--- config.mk ---
export PLATFORM = sky130hd
export DESIGN_NAME = quick_stop_sequencer
export DESIGN_NICKNAME = d
export VERILOG_FILES = /design/src/rtl/qs_pkg.sv /design/src/rtl/quick_stop_sequencer.sv
export SDC_FILE = /design/constraint.sdc
export NUM_CORES = 1
export LEC_CHECK = 0
export ABC_AREA = 1
export ABC_CLOCK_PERIOD_IN_PS = 2750
export BUFFER_PORTS_ARGS = -buffer_cell sky130_fd_sc_hd__buf_2
export CAP_MARGIN = 10
export CORE_UTILIZATION = 45
export CTS_BUF_LIST = sky130_fd_sc_hd__clkbuf_16
export DETAILED_ROUTE_END_ITERATION = 16
export PLACE_DENSITY = 0.76
export SYNTH_ARGS = -nofsm -noshare
export SYNTH_HDL_FRONTEND = slang
export SYNTH_SLANG_ARGS = --single-unit
--- constraint.sdc ---
create_clock -name I_CLK_SYS -period 2.75 [get_ports I_CLK_SYS]
set_input_delay 0.1375 -clock I_CLK_SYS [delete_from_list [all_inputs] [get_ports I_CLK_SYS]]
set_output_delay 0.1375 -clock I_CLK_SYS [all_outputs]
set_load 0.02 [all_outputs]
--- src/rtl/qs_pkg.sv ---
// constants, encodings and types shared by the quick stop sequencer
package qs_pkg;
  // register byte offsets
  localparam logic [7:0] OFS_CTRL = 8'h00;
  localparam logic [7:0] OFS_QS_METHOD = 8'h04;
  localparam logic [7:0] OFS_QS_OPTION = 8'h08;
  localparam logic [7:0] OFS_FSD_TIME = 8'h0c;
  localparam logic [7:0] OFS_FSD_RATE = 8'h10;
  localparam logic [7:0] OFS_QS_DECEL = 8'h14;
  localparam logic [7:0] OFS_STATUS = 8'h18;
  localparam logic [7:0] OFS_IRQ_STS = 8'h1c;
  localparam logic [7:0] OFS_IRQ_MASK = 8'h20;
  // field positions
  localparam int CTRL_FSD_EN_BIT = 0;
  localparam int STS_PDS_LSB = 0;
  localparam int STS_SERVO_BIT = 2;
  localparam int STS_DB_BIT = 3;
  localparam int STS_DECEL_BIT = 4;
  localparam int STS_KEEP_BIT = 5;
  localparam int STS_SRC_LSB = 8;
  localparam int STS_EM2_BIT = 12;
  localparam int IRQ_W = 4;
  localparam int IRQ_ACCEPT = 0;
  localparam int IRQ_IGNORED = 1;
  localparam int IRQ_FAULT = 2;
  localparam int IRQ_STOPPED = 3;
  // reset values
  localparam logic RST_FSD_EN = 1'b1;
  localparam logic [2:0] RST_METHOD = 3'h2;
  localparam logic [15:0] RST_FSD_TIME_MS = 16'h0064;
  localparam logic [31:0] RST_FSD_RATE = 32'h0000_0000;
  localparam logic [31:0] RST_QS_DECEL = 32'h0000_0000;
  // quick stop method codes
  localparam logic [2:0] METH_DB = 3'h0;
  localparam logic [2:0] METH_MODE_OFF = 3'h1;
  localparam logic [2:0] METH_QSD_OFF = 3'h2;
  localparam logic [2:0] METH_MODE_HOLD = 3'h5;
  localparam logic [2:0] METH_QSD_HOLD = 3'h6;
  // operation mode codes
  localparam logic [3:0] MODE_PP = 4'h1;
  localparam logic [3:0] MODE_PV = 4'h3;
  localparam logic [3:0] MODE_TQ = 4'h4;
  localparam logic [3:0] MODE_HM = 4'h6;
  localparam logic [3:0] MODE_CSP = 4'h8;
  localparam logic [3:0] MODE_CSV = 4'h9;
  localparam logic [3:0] MODE_CST = 4'ha;
  localparam logic [3:0] MODE_PT = 4'hc;
  localparam logic [3:0] MODE_JG = 4'hd;
  localparam logic [3:0] MODE_CT = 4'he;
  localparam logic [3:0] MODE_SLT = 4'hf;
  // drive state codes shown to the controller
  localparam logic [1:0] PDS_SOD = 2'h0;
  localparam logic [1:0] PDS_OPEN = 2'h1;
  localparam logic [1:0] PDS_QSA = 2'h2;
  localparam logic [1:0] PDS_FRA = 2'h3;
  // deceleration source codes and axi response codes
  localparam logic [2:0] SRC_NONE = 3'h0;
  localparam logic [2:0] SRC_MODE = 3'h1;
  localparam logic [2:0] SRC_QSD = 3'h2;
  localparam logic [2:0] SRC_WARN = 3'h3;
  localparam logic [2:0] SRC_MASTER = 3'h4;
  localparam logic [1:0] RESP_OKAY = 2'h0;
  localparam logic [1:0] RESP_SLVERR = 2'h2;
  typedef enum logic [2:0] {
    ST_SOD = 3'h0,
    ST_OPEN = 3'h1,
    ST_DECEL = 3'h2,
    ST_FAULT = 3'h3,
    ST_HOLD = 3'h4,
    ST_DB = 3'h5
  } seq_state_t;
endpackage

--- src/rtl/quick_stop_sequencer.sv ---
// quick stop sequencer with axi4-lite registers and interrupt
`timescale 1ns/1ps
module quick_stop_sequencer (
  // clock and reset
  input wire logic I_CLK_SYS,
  input wire logic I_RST_N,
  // controller commands
  input wire logic I_QUICK_STOP,
  input wire logic I_ENABLE_OP,
  input wire logic I_DISABLE_VOLTAGE,
  input wire logic I_CMD_STOP,
  input wire logic [3:0] I_OP_MODE,
  // drive side
  input wire logic I_FORCED_STOP_INPUT_TWO,
  input wire logic I_ALARM_FSD,
  input wire logic I_WARN_FSD,
  input wire logic I_WARN_QS,
  input wire logic I_MASTER_STOP,
  input wire logic I_MOTOR_STOPPED,
  // stop outputs
  output logic [1:0] O_PDS_STATE,
  output logic O_SERVO_ON,
  output logic O_DYN_BRAKE,
  output logic O_DECEL_ACTIVE,
  output logic [2:0] O_DECEL_SRC,
  output logic [31:0] O_DECEL_RATE,
  output logic [15:0] O_FSD_TIME_MS,
  output logic [31:0] O_FSD_RATE,
  output logic O_IRQ,
  // axi4-lite write
  input wire logic [7:0] S_AXI_AWADDR,
  input wire logic S_AXI_AWVALID,
  output logic S_AXI_AWREADY,
  input wire logic [31:0] S_AXI_WDATA,
  input wire logic [3:0] S_AXI_WSTRB,
  input wire logic S_AXI_WVALID,
  output logic S_AXI_WREADY,
  output logic [1:0] S_AXI_BRESP,
  output logic S_AXI_BVALID,
  input wire logic S_AXI_BREADY,
  // axi4-lite read
  input wire logic [7:0] S_AXI_ARADDR,
  input wire logic S_AXI_ARVALID,
  output logic S_AXI_ARREADY,
  output logic [31:0] S_AXI_RDATA,
  output logic [1:0] S_AXI_RRESP,
  output logic S_AXI_RVALID,
  input wire logic S_AXI_RREADY
);
  typedef struct packed {
    qs_pkg::seq_state_t st;
    logic keep_on;
    logic [2:0] src;
    logic [1:0] pds;
    logic servo_on;
    logic dyn_brake;
    logic decel;
    logic [31:0] decel_rate;
    logic qs_prev;
    logic em2_s1;
    logic em2_s2;
    logic fsd_en;
    logic [2:0] method;
    logic [15:0] fsd_time;
    logic [31:0] fsd_rate;
    logic [31:0] qs_decel;
    logic [qs_pkg::IRQ_W-1:0] irq_sts;
    logic [qs_pkg::IRQ_W-1:0] irq_mask;
    logic irq;
    logic aw_got;
    logic [7:0] awaddr;
    logic w_got;
    logic [31:0] wdata;
    logic [3:0] wstrb;
    logic awready;
    logic wready;
    logic bvalid;
    logic [1:0] bresp;
    logic arready;
    logic rvalid;
    logic [31:0] rdata;
    logic [1:0] rresp;
  } seq_regs_t;

  seq_regs_t q_ff;
  seq_regs_t nxt_q;

  function automatic logic [31:0] merge_bytes(input logic [31:0] old, input logic [31:0] data,
                                              input logic [3:0] strb);
    logic [31:0] res;
    res = old;
    for (int b = 0; b < 4; b++) begin
      if (strb[b]) begin
        res[8*b +: 8] = data[8*b +: 8];
      end
    end
    return res;
  endfunction

  logic qs_fall;
  logic em2_low;
  logic mode_ok;
  logic is_torque;
  logic is_slt;
  assign qs_fall = q_ff.qs_prev & ~I_QUICK_STOP;
  // the first synchroniser stage is never looked at here
  assign em2_low = ~q_ff.em2_s2;
  assign mode_ok = (I_OP_MODE == qs_pkg::MODE_CSP) || (I_OP_MODE == qs_pkg::MODE_CSV) ||
                   (I_OP_MODE == qs_pkg::MODE_CST) || (I_OP_MODE == qs_pkg::MODE_PP) ||
                   (I_OP_MODE == qs_pkg::MODE_PV) || (I_OP_MODE == qs_pkg::MODE_TQ) ||
                   (I_OP_MODE == qs_pkg::MODE_PT) || (I_OP_MODE == qs_pkg::MODE_JG) ||
                   (I_OP_MODE == qs_pkg::MODE_HM);
  assign is_torque = (I_OP_MODE == qs_pkg::MODE_TQ) || (I_OP_MODE == qs_pkg::MODE_CST) ||
                     (I_OP_MODE == qs_pkg::MODE_CT);
  assign is_slt = (I_OP_MODE == qs_pkg::MODE_SLT);

  always_comb begin
    logic [qs_pkg::IRQ_W-1:0] ev;
    logic [qs_pkg::IRQ_W-1:0] clr;
    logic [31:0] wv;
    logic [31:0] rv;
    logic hit;
    ev = '0;
    clr = '0;
    wv = '0;
    rv = '0;
    hit = 1'b0;
    nxt_q = q_ff;
    nxt_q.qs_prev = I_QUICK_STOP;
    nxt_q.em2_s1 = I_FORCED_STOP_INPUT_TWO;
    nxt_q.em2_s2 = q_ff.em2_s1;

    case (q_ff.st)
      qs_pkg::ST_SOD: begin
        if (I_ENABLE_OP && I_QUICK_STOP && !em2_low) begin
          nxt_q.st = qs_pkg::ST_OPEN;
        end else if (qs_fall) begin
          ev[qs_pkg::IRQ_IGNORED] = 1'b1;
        end
      end
      qs_pkg::ST_OPEN: begin
        if (is_slt) begin
          // slave axis follows the master, the quick stop bit has no say
          if (I_MASTER_STOP) begin
            nxt_q.st = qs_pkg::ST_DECEL;
            nxt_q.src = qs_pkg::SRC_MASTER;
            nxt_q.keep_on = 1'b0;
          end else if (qs_fall) begin
            ev[qs_pkg::IRQ_IGNORED] = 1'b1;
          end
        end else if (qs_fall || em2_low) begin
          ev[qs_pkg::IRQ_ACCEPT] = 1'b1;
          nxt_q.keep_on = 1'b0;
          nxt_q.src = qs_pkg::SRC_NONE;
          nxt_q.st = qs_pkg::ST_DB;
          if (!q_ff.fsd_en) begin
            nxt_q.st = qs_pkg::ST_DB;
          end else if (em2_low) begin
            nxt_q.st = qs_pkg::ST_DECEL;
            nxt_q.src = qs_pkg::SRC_QSD;
          end else if (I_CMD_STOP) begin
            nxt_q.st = qs_pkg::ST_DB;
          end else if (is_torque || !mode_ok) begin
            nxt_q.st = qs_pkg::ST_DB;
          end else begin
            case (q_ff.method)
              qs_pkg::METH_MODE_OFF: begin
                nxt_q.st = qs_pkg::ST_DECEL;
                nxt_q.src = qs_pkg::SRC_MODE;
              end
              qs_pkg::METH_QSD_OFF: begin
                nxt_q.st = qs_pkg::ST_DECEL;
                nxt_q.src = qs_pkg::SRC_QSD;
              end
              qs_pkg::METH_MODE_HOLD: begin
                nxt_q.st = qs_pkg::ST_DECEL;
                nxt_q.src = qs_pkg::SRC_MODE;
                nxt_q.keep_on = 1'b1;
              end
              qs_pkg::METH_QSD_HOLD: begin
                nxt_q.st = qs_pkg::ST_DECEL;
                nxt_q.src = qs_pkg::SRC_QSD;
                nxt_q.keep_on = 1'b1;
              end
              default: begin
                nxt_q.st = qs_pkg::ST_DB;
              end
            endcase
          end
        end else if (I_DISABLE_VOLTAGE) begin
          nxt_q.st = qs_pkg::ST_SOD;
        end
      end
      qs_pkg::ST_DECEL: begin
        if (I_MOTOR_STOPPED) begin
          nxt_q.st = q_ff.keep_on ? qs_pkg::ST_HOLD : qs_pkg::ST_SOD;
          ev[qs_pkg::IRQ_STOPPED] = 1'b1;
        end else if (I_ALARM_FSD) begin
          nxt_q.st = qs_pkg::ST_FAULT;
          nxt_q.src = qs_pkg::SRC_QSD;
          nxt_q.keep_on = 1'b0;
          ev[qs_pkg::IRQ_FAULT] = 1'b1;
        end else if (I_WARN_QS) begin
          nxt_q.src = qs_pkg::SRC_WARN;
          nxt_q.keep_on = 1'b0;
        end else if (I_WARN_FSD || em2_low) begin
          nxt_q.src = qs_pkg::SRC_QSD;
          nxt_q.keep_on = 1'b0;
        end
      end
      qs_pkg::ST_FAULT, qs_pkg::ST_DB: begin
        if (I_MOTOR_STOPPED) begin
          nxt_q.st = qs_pkg::ST_SOD;
          ev[qs_pkg::IRQ_STOPPED] = 1'b1;
        end
      end
      qs_pkg::ST_HOLD: begin
        if (em2_low || I_DISABLE_VOLTAGE) begin
          nxt_q.st = qs_pkg::ST_SOD;
        end else if (I_ENABLE_OP && I_QUICK_STOP) begin
          nxt_q.st = qs_pkg::ST_OPEN;
        end
      end
      default: begin
        nxt_q.st = qs_pkg::ST_SOD;
      end
    endcase

    if (nxt_q.st == qs_pkg::ST_SOD || nxt_q.st == qs_pkg::ST_OPEN || nxt_q.st == qs_pkg::ST_DB) begin
      nxt_q.src = qs_pkg::SRC_NONE;
      nxt_q.keep_on = 1'b0;
    end
    nxt_q.servo_on = (nxt_q.st != qs_pkg::ST_SOD) && (nxt_q.st != qs_pkg::ST_DB);
    nxt_q.dyn_brake = (nxt_q.st == qs_pkg::ST_DB);
    nxt_q.decel = (nxt_q.st == qs_pkg::ST_DECEL) || (nxt_q.st == qs_pkg::ST_FAULT);
    // a held stop outputs zero speed demand; the drive loop holds position
    nxt_q.decel_rate = (nxt_q.decel && nxt_q.src == qs_pkg::SRC_QSD) ? q_ff.qs_decel : '0;
    case (nxt_q.st)
      qs_pkg::ST_OPEN: nxt_q.pds = qs_pkg::PDS_OPEN;
      qs_pkg::ST_DECEL: nxt_q.pds = (nxt_q.src == qs_pkg::SRC_MASTER) ? qs_pkg::PDS_OPEN : qs_pkg::PDS_QSA;
      qs_pkg::ST_HOLD, qs_pkg::ST_DB: nxt_q.pds = qs_pkg::PDS_QSA;
      qs_pkg::ST_FAULT: nxt_q.pds = qs_pkg::PDS_FRA;
      default: nxt_q.pds = qs_pkg::PDS_SOD;
    endcase

    // write channel: address and data may arrive in either order
    if (S_AXI_AWVALID && q_ff.awready) begin
      nxt_q.aw_got = 1'b1;
      nxt_q.awaddr = S_AXI_AWADDR;
    end
    if (S_AXI_WVALID && q_ff.wready) begin
      nxt_q.w_got = 1'b1;
      nxt_q.wdata = S_AXI_WDATA;
      nxt_q.wstrb = S_AXI_WSTRB;
    end
    if (q_ff.aw_got && q_ff.w_got && !q_ff.bvalid) begin
      nxt_q.aw_got = 1'b0;
      nxt_q.w_got = 1'b0;
      nxt_q.bvalid = 1'b1;
      hit = 1'b1;
      case (q_ff.awaddr)
        qs_pkg::OFS_CTRL: begin
          wv = merge_bytes({31'h0, q_ff.fsd_en}, q_ff.wdata, q_ff.wstrb);
          nxt_q.fsd_en = wv[qs_pkg::CTRL_FSD_EN_BIT];
        end
        qs_pkg::OFS_QS_METHOD, qs_pkg::OFS_QS_OPTION: begin
          // unsupported codes are dropped so the stored method stays valid
          wv = merge_bytes({29'h0, q_ff.method}, q_ff.wdata, q_ff.wstrb);
          if (wv[31:3] == '0 && (wv[2:0] == qs_pkg::METH_DB || wv[2:0] == qs_pkg::METH_MODE_OFF ||
              wv[2:0] == qs_pkg::METH_QSD_OFF || wv[2:0] == qs_pkg::METH_MODE_HOLD ||
              wv[2:0] == qs_pkg::METH_QSD_HOLD)) begin
            nxt_q.method = wv[2:0];
          end
        end
        qs_pkg::OFS_FSD_TIME: begin
          wv = merge_bytes({16'h0, q_ff.fsd_time}, q_ff.wdata, q_ff.wstrb);
          nxt_q.fsd_time = wv[15:0];
        end
        qs_pkg::OFS_FSD_RATE: nxt_q.fsd_rate = merge_bytes(q_ff.fsd_rate, q_ff.wdata, q_ff.wstrb);
        qs_pkg::OFS_QS_DECEL: nxt_q.qs_decel = merge_bytes(q_ff.qs_decel, q_ff.wdata, q_ff.wstrb);
        qs_pkg::OFS_STATUS: begin
        end
        qs_pkg::OFS_IRQ_STS: begin
          if (q_ff.wstrb[0]) begin
            clr = q_ff.wdata[qs_pkg::IRQ_W-1:0];
          end
        end
        qs_pkg::OFS_IRQ_MASK: begin
          if (q_ff.wstrb[0]) begin
            nxt_q.irq_mask = q_ff.wdata[qs_pkg::IRQ_W-1:0];
          end
        end
        default: hit = 1'b0;
      endcase
      nxt_q.bresp = hit ? qs_pkg::RESP_OKAY : qs_pkg::RESP_SLVERR;
    end else if (q_ff.bvalid && S_AXI_BREADY) begin
      nxt_q.bvalid = 1'b0;
    end
    nxt_q.awready = !nxt_q.aw_got && !nxt_q.bvalid;
    nxt_q.wready = !nxt_q.w_got && !nxt_q.bvalid;

    // new events win over a clear in the same cycle
    nxt_q.irq_sts = (q_ff.irq_sts & ~clr) | ev;
    nxt_q.irq = |(nxt_q.irq_sts & nxt_q.irq_mask);

    if (S_AXI_ARVALID && q_ff.arready) begin
      hit = 1'b1;
      case (S_AXI_ARADDR)
        qs_pkg::OFS_CTRL: rv[qs_pkg::CTRL_FSD_EN_BIT] = q_ff.fsd_en;
        qs_pkg::OFS_QS_METHOD, qs_pkg::OFS_QS_OPTION: rv[2:0] = q_ff.method;
        qs_pkg::OFS_FSD_TIME: rv[15:0] = q_ff.fsd_time;
        qs_pkg::OFS_FSD_RATE: rv = q_ff.fsd_rate;
        qs_pkg::OFS_QS_DECEL: rv = q_ff.qs_decel;
        qs_pkg::OFS_STATUS: begin
          rv[qs_pkg::STS_PDS_LSB +: 2] = q_ff.pds;
          rv[qs_pkg::STS_SERVO_BIT] = q_ff.servo_on;
          rv[qs_pkg::STS_DB_BIT] = q_ff.dyn_brake;
          rv[qs_pkg::STS_DECEL_BIT] = q_ff.decel;
          rv[qs_pkg::STS_KEEP_BIT] = q_ff.keep_on;
          rv[qs_pkg::STS_SRC_LSB +: 3] = q_ff.src;
          rv[qs_pkg::STS_EM2_BIT] = em2_low;
        end
        qs_pkg::OFS_IRQ_STS: rv[qs_pkg::IRQ_W-1:0] = q_ff.irq_sts;
        qs_pkg::OFS_IRQ_MASK: rv[qs_pkg::IRQ_W-1:0] = q_ff.irq_mask;
        default: hit = 1'b0;
      endcase
      nxt_q.rvalid = 1'b1;
      nxt_q.arready = 1'b0;
      nxt_q.rdata = rv;
      nxt_q.rresp = hit ? qs_pkg::RESP_OKAY : qs_pkg::RESP_SLVERR;
    end else if (q_ff.rvalid && S_AXI_RREADY) begin
      nxt_q.rvalid = 1'b0;
      nxt_q.arready = 1'b1;
    end
  end

  always_ff @(posedge I_CLK_SYS or negedge I_RST_N) begin
    if (!I_RST_N) begin
      q_ff <= '0;
      q_ff.st <= qs_pkg::ST_SOD;
      q_ff.qs_prev <= 1'b1;
      q_ff.em2_s1 <= 1'b1;
      q_ff.em2_s2 <= 1'b1;
      q_ff.fsd_en <= qs_pkg::RST_FSD_EN;
      q_ff.method <= qs_pkg::RST_METHOD;
      q_ff.fsd_time <= qs_pkg::RST_FSD_TIME_MS;
      q_ff.fsd_rate <= qs_pkg::RST_FSD_RATE;
      q_ff.qs_decel <= qs_pkg::RST_QS_DECEL;
      q_ff.awready <= 1'b1;
      q_ff.wready <= 1'b1;
      q_ff.arready <= 1'b1;
    end else begin
      q_ff <= nxt_q;
    end
  end

  assign O_PDS_STATE = q_ff.pds;
  assign O_SERVO_ON = q_ff.servo_on;
  assign O_DYN_BRAKE = q_ff.dyn_brake;
  assign O_DECEL_ACTIVE = q_ff.decel;
  assign O_DECEL_SRC = q_ff.src;
  assign O_DECEL_RATE = q_ff.decel_rate;
  assign O_FSD_TIME_MS = q_ff.fsd_time;
  assign O_FSD_RATE = q_ff.fsd_rate;
  assign O_IRQ = q_ff.irq;
  assign S_AXI_AWREADY = q_ff.awready;
  assign S_AXI_WREADY = q_ff.wready;
  assign S_AXI_BVALID = q_ff.bvalid;
  assign S_AXI_BRESP = q_ff.bresp;
  assign S_AXI_ARREADY = q_ff.arready;
  assign S_AXI_RVALID = q_ff.rvalid;
  assign S_AXI_RDATA = q_ff.rdata;
  assign S_AXI_RRESP = q_ff.rresp;
endmodule

==> results by group <==
Status
  • Status: complete, no violations

Synthesis
  • EDFF count, synth: 0
  • Compound-gate portion of the synthesized area: 11.9%
  • Sequential share of the synthesized area: 53.6%
  • Largest family of logic cells by synthesized area: simple AND/OR/NAND/NOR gates
  • Ys flop type: dfrtp_1
  • Post-Synth XOR/XNOR Area: 0%
  • Synthesized-area fraction occupied by adder cells: 0%
  • Syn Inst Count: around 1,200
  • Synth Cell Area: 10,500 um2
  • Synthesized area per cell: 8.91 um2
  • Simple-gate area share of the yosys netlist: between 15 and 20%
  • Mux share of post-synthesis cell area: 0%
  • Asr flop ratio synth: 100%
  • Flop and latch count out of synthesis: about 230
  • Syn. warnings: 0
  • Top-area cell type share of the netlist area: 50.9%
  • Synth cell types: 41
  • Largest area contributor in the netlist: dfrtp_1
  • Synth top area cells: dfrtp_1 (51%), nand2_1 (11%), buf_4 (8.8%)

Cells and area
  • Nets@finish: 1,383
  • FILL cells: 2,082
  • Synthesis-to-layout area growth: 16.0%
  • Ratio of cells with drive above 1 in the final layout: 22.6%
  • Post-route cell area: 12,200 um2

Power
  • Power Total: between 0.01 and 0.015 W
  • Pwr Density: between 800 and 900 nW/um2
  • Static Leak: 5.93 nW
  • Worst IR Drop VDD: 0.000455 V
  • Clock share of power: approximately 28%
  • Sw frac: 36.6%
  • Switching pwr: between 0.003 and 0.004 W
  • Flop pwr share: 43.5%
  • Pint: 0.00668 W
  • Logic gate share of total power: 28.3%

Clock network
  • Hold buffer count at cts: 50
  • CTS tree: yes
  • CTS resizes: 0
  • Clock Latency Late Sink: 0.52 ns
  • Clock Root Buffer: clkbuf_16
  • Clock slew at reported path FFs: approximately 0.060 ns
  • CTS H-tree depth: 1
  • Cts bufs inserted: 24
  • Clock Sinks: 225
  • Clock Path Buffers: 3
  • Post-CTS Setup Bufs: 0

Floorplan
  • FP Rows: between 50 and 60
  • Die area: 24,000 um2
  • # IOs: 203
  • Chip width: around 150 um
  • Starting Density: between 40 and 50%
  • Core area: 22,800 um2
  • DIE HEIGHT: roughly 150 um

Critical path
  • Crit-path max cell delay: slightly above 0.6 ns
  • Crit-path max FO: 21
  • Slowest CP cell: dfstp_2
  • WS Path Type: flop to flop
  • FF-to-FF setup slack: approximately 0.39 ns
  • Worst EP required: 3.17 ns
  • Worst Path Buf+Inv: 2
  • Family with the most delay on the worst path: simple AND/OR/NAND/NOR gates
  • Worst path cell trace: inv_2 -> o21ai_2 -> nor2_1 -> a21oi_4 -> nand3_4 -> nand3_2 -> nand3_4 -> buf_12 -> nor3_1
  • Startpoint Class: flop
  • Worst path most repeated cell: nand3_4
  • Critical Path End Type: flop
  • CP arrival: 2.79 ns

STA
  • RSZ-0062 raised after global routing: false
  • Final Cycle Share: 86.0%
  • Final min period: 2.36 ns
  • Final setup viols: 0
  • Max-slew violations: 0
  • Max frequency: 423 MHz
  • Tightest Pin Transition: 1.05 ns
  • Hold Vio Cnt, Final: 0
  • Slew margin rel.: 29.6%
  • TNS Setup: 0 ns
  • Clock Skew: 0.0157 ns

Global routing
  • Global route total overflow: 0
  • Antenna violations before repair: 1
  • Overall routing resource usage: 22.9%
  • Vias in the first global route: between 8,000 and 9,000
  • Largest net degree at the start of global routing: 77
  • First-pass GRT wire length: roughly 43,000 um

Detailed routing
  • DR vias/cell: 5.05
  • DRC violations left: 0
  • DR vias: just over 8,000
  • Final wirelength: 27,100 um
  • DR WL/cell: 16.5 um
  • DRT antenna net count: 0
  • DRT iter0 DRCs: ~620
  • Pre-antenna DRT Iters: 5

Placed design
  • Detailed Place HPWL: 19,600 um
  • Placed cell area: 11,000 um2
  • GP Congestion: 0.886
  • PortBufs: 200

Min path
  • HP Class: input pin to flop

Run
  • Max cap viols: 0
-- cells in the final DEF (no fill, tap or decap), types with 11 or more instances in the layout --
master / count
nor3_1: 15
buf_2: 199
clkbuf_16: 24
nand2_1: 299
dlygate4sd3_1: 50
o21ai_0: 163
nand4_1: 15
dfrtp_1: 214
a221oi_1: 12
dfstp_2: 11
nor3_2: 31
nand3_1: 17
inv_1: 131
nor2_1: 47
a31oi_1: 17
-- flip-flops by register name, summed over array words and instances, names as in the netlist, 2 cells and up --
name and flops:
O_PDS_STATE 2, O_FSD_TIME_MS 16, O_DECEL_RATE 32, O_DECEL_SRC 3
S_AXI_RDATA 32, q_ff 96, O_FSD_RATE 32
-- synth_stat cells, drive strengths merged, types with 3 or more instances --
master	count
nor4	5
dfrtp	214
a221oi	12
buf	129
dfstp	11
o21ai	165
o2111ai	4
a21oi	11
nand2	302
a31oi	17
nor2	48
o22ai	6
nand4	15
nand3	22
clkinv	3
inv	128
clkbuf	30
nor3	46
-- tightest hold or removal path, cell delays in order --
cell	delay [ns]
buf_2	0.08
nand2_1	0.14
nand2_1	0.10
nand2_1	0.05
-- power groups by stage --
stage	logic [W]	clock network, W	registers [W]
3_5_place_dp	0.00293	0	0.00463
3_3_place_gp	0.00286	0	0.00461
5_1_grt	0.00335	0.00318	0.00467
2_1_floorplan	0.00228	0	0.00454
6_report	0.00299	0.00297	0.00458
4_1_cts	0.00300	0.00303	0.00458
-- kinds of logic (layout without fill, tap and decap cells) --
logic type | after synthesis | in the layout
AND/OR/NAND/NOR | 441 | 441
AO/OA/AOI/OAI | 224 | 224
other | 1 | 3
flip-flops | 225 | 225
buffers and inverters | 290 | 435
-- final timing paths --
check	start	to	cells after the start
setup / recovery	q_ff[180]	O_DECEL_RATE[31]	9
hold / removal	S_AXI_AWVALID	q_ff[79]	4
setup reg to reg	q_ff[180]	O_DECEL_RATE[31]	9
hold reg to reg	nxt_q[180]	q_ff[180]	0
max in group asynchronous	I_RST_N	O_FSD_TIME_MS[2]	3
min in group asynchronous	I_RST_N	q_ff[224]	2
-- metrics by stage --
step | hold slack (ns) | std cells | utilization (%) | setup WS (ns)
floorplan | -0.158 | 1182 | - | 0.875
global placement | 0.171 | 1547 | 48.2 | 0.473
detailed placement | 0.172 | 1547 | 48.2 | 0.423
CTS | 0.00484 | 1640 | 53.6 | 0.392
global route | 0.0434 | 1641 | 53.6 | 0.195
finish | 0.0138 | 1641 | 53.6 | 0.386
-- metal layers --
metal	up-vias	part of all wire (%)	track usage [%]
met5	-	0	0
met3	55	6.6	3.98
met1	3977	45	31.8
met2	296	46	36.4
li1	3961	-	-
met4	0	3.0	8.02
-- area by class of cell --
cell class	count	area [um2]	area share (%)
Sequential cell	225	5640	46.3
Multi-Input combinational cell	667	3290	27.0
Timing Repair Buffer	261	1660	13.6
Clock buffer	24	601	4.92
Inverter	131	492	4.03
Tap cell	313	392	3.21
Clock inverter	19	120	0.984
Antenna cell	1	2.50	0.0205
Note: power is estimated with default switching activity, not from simulation.
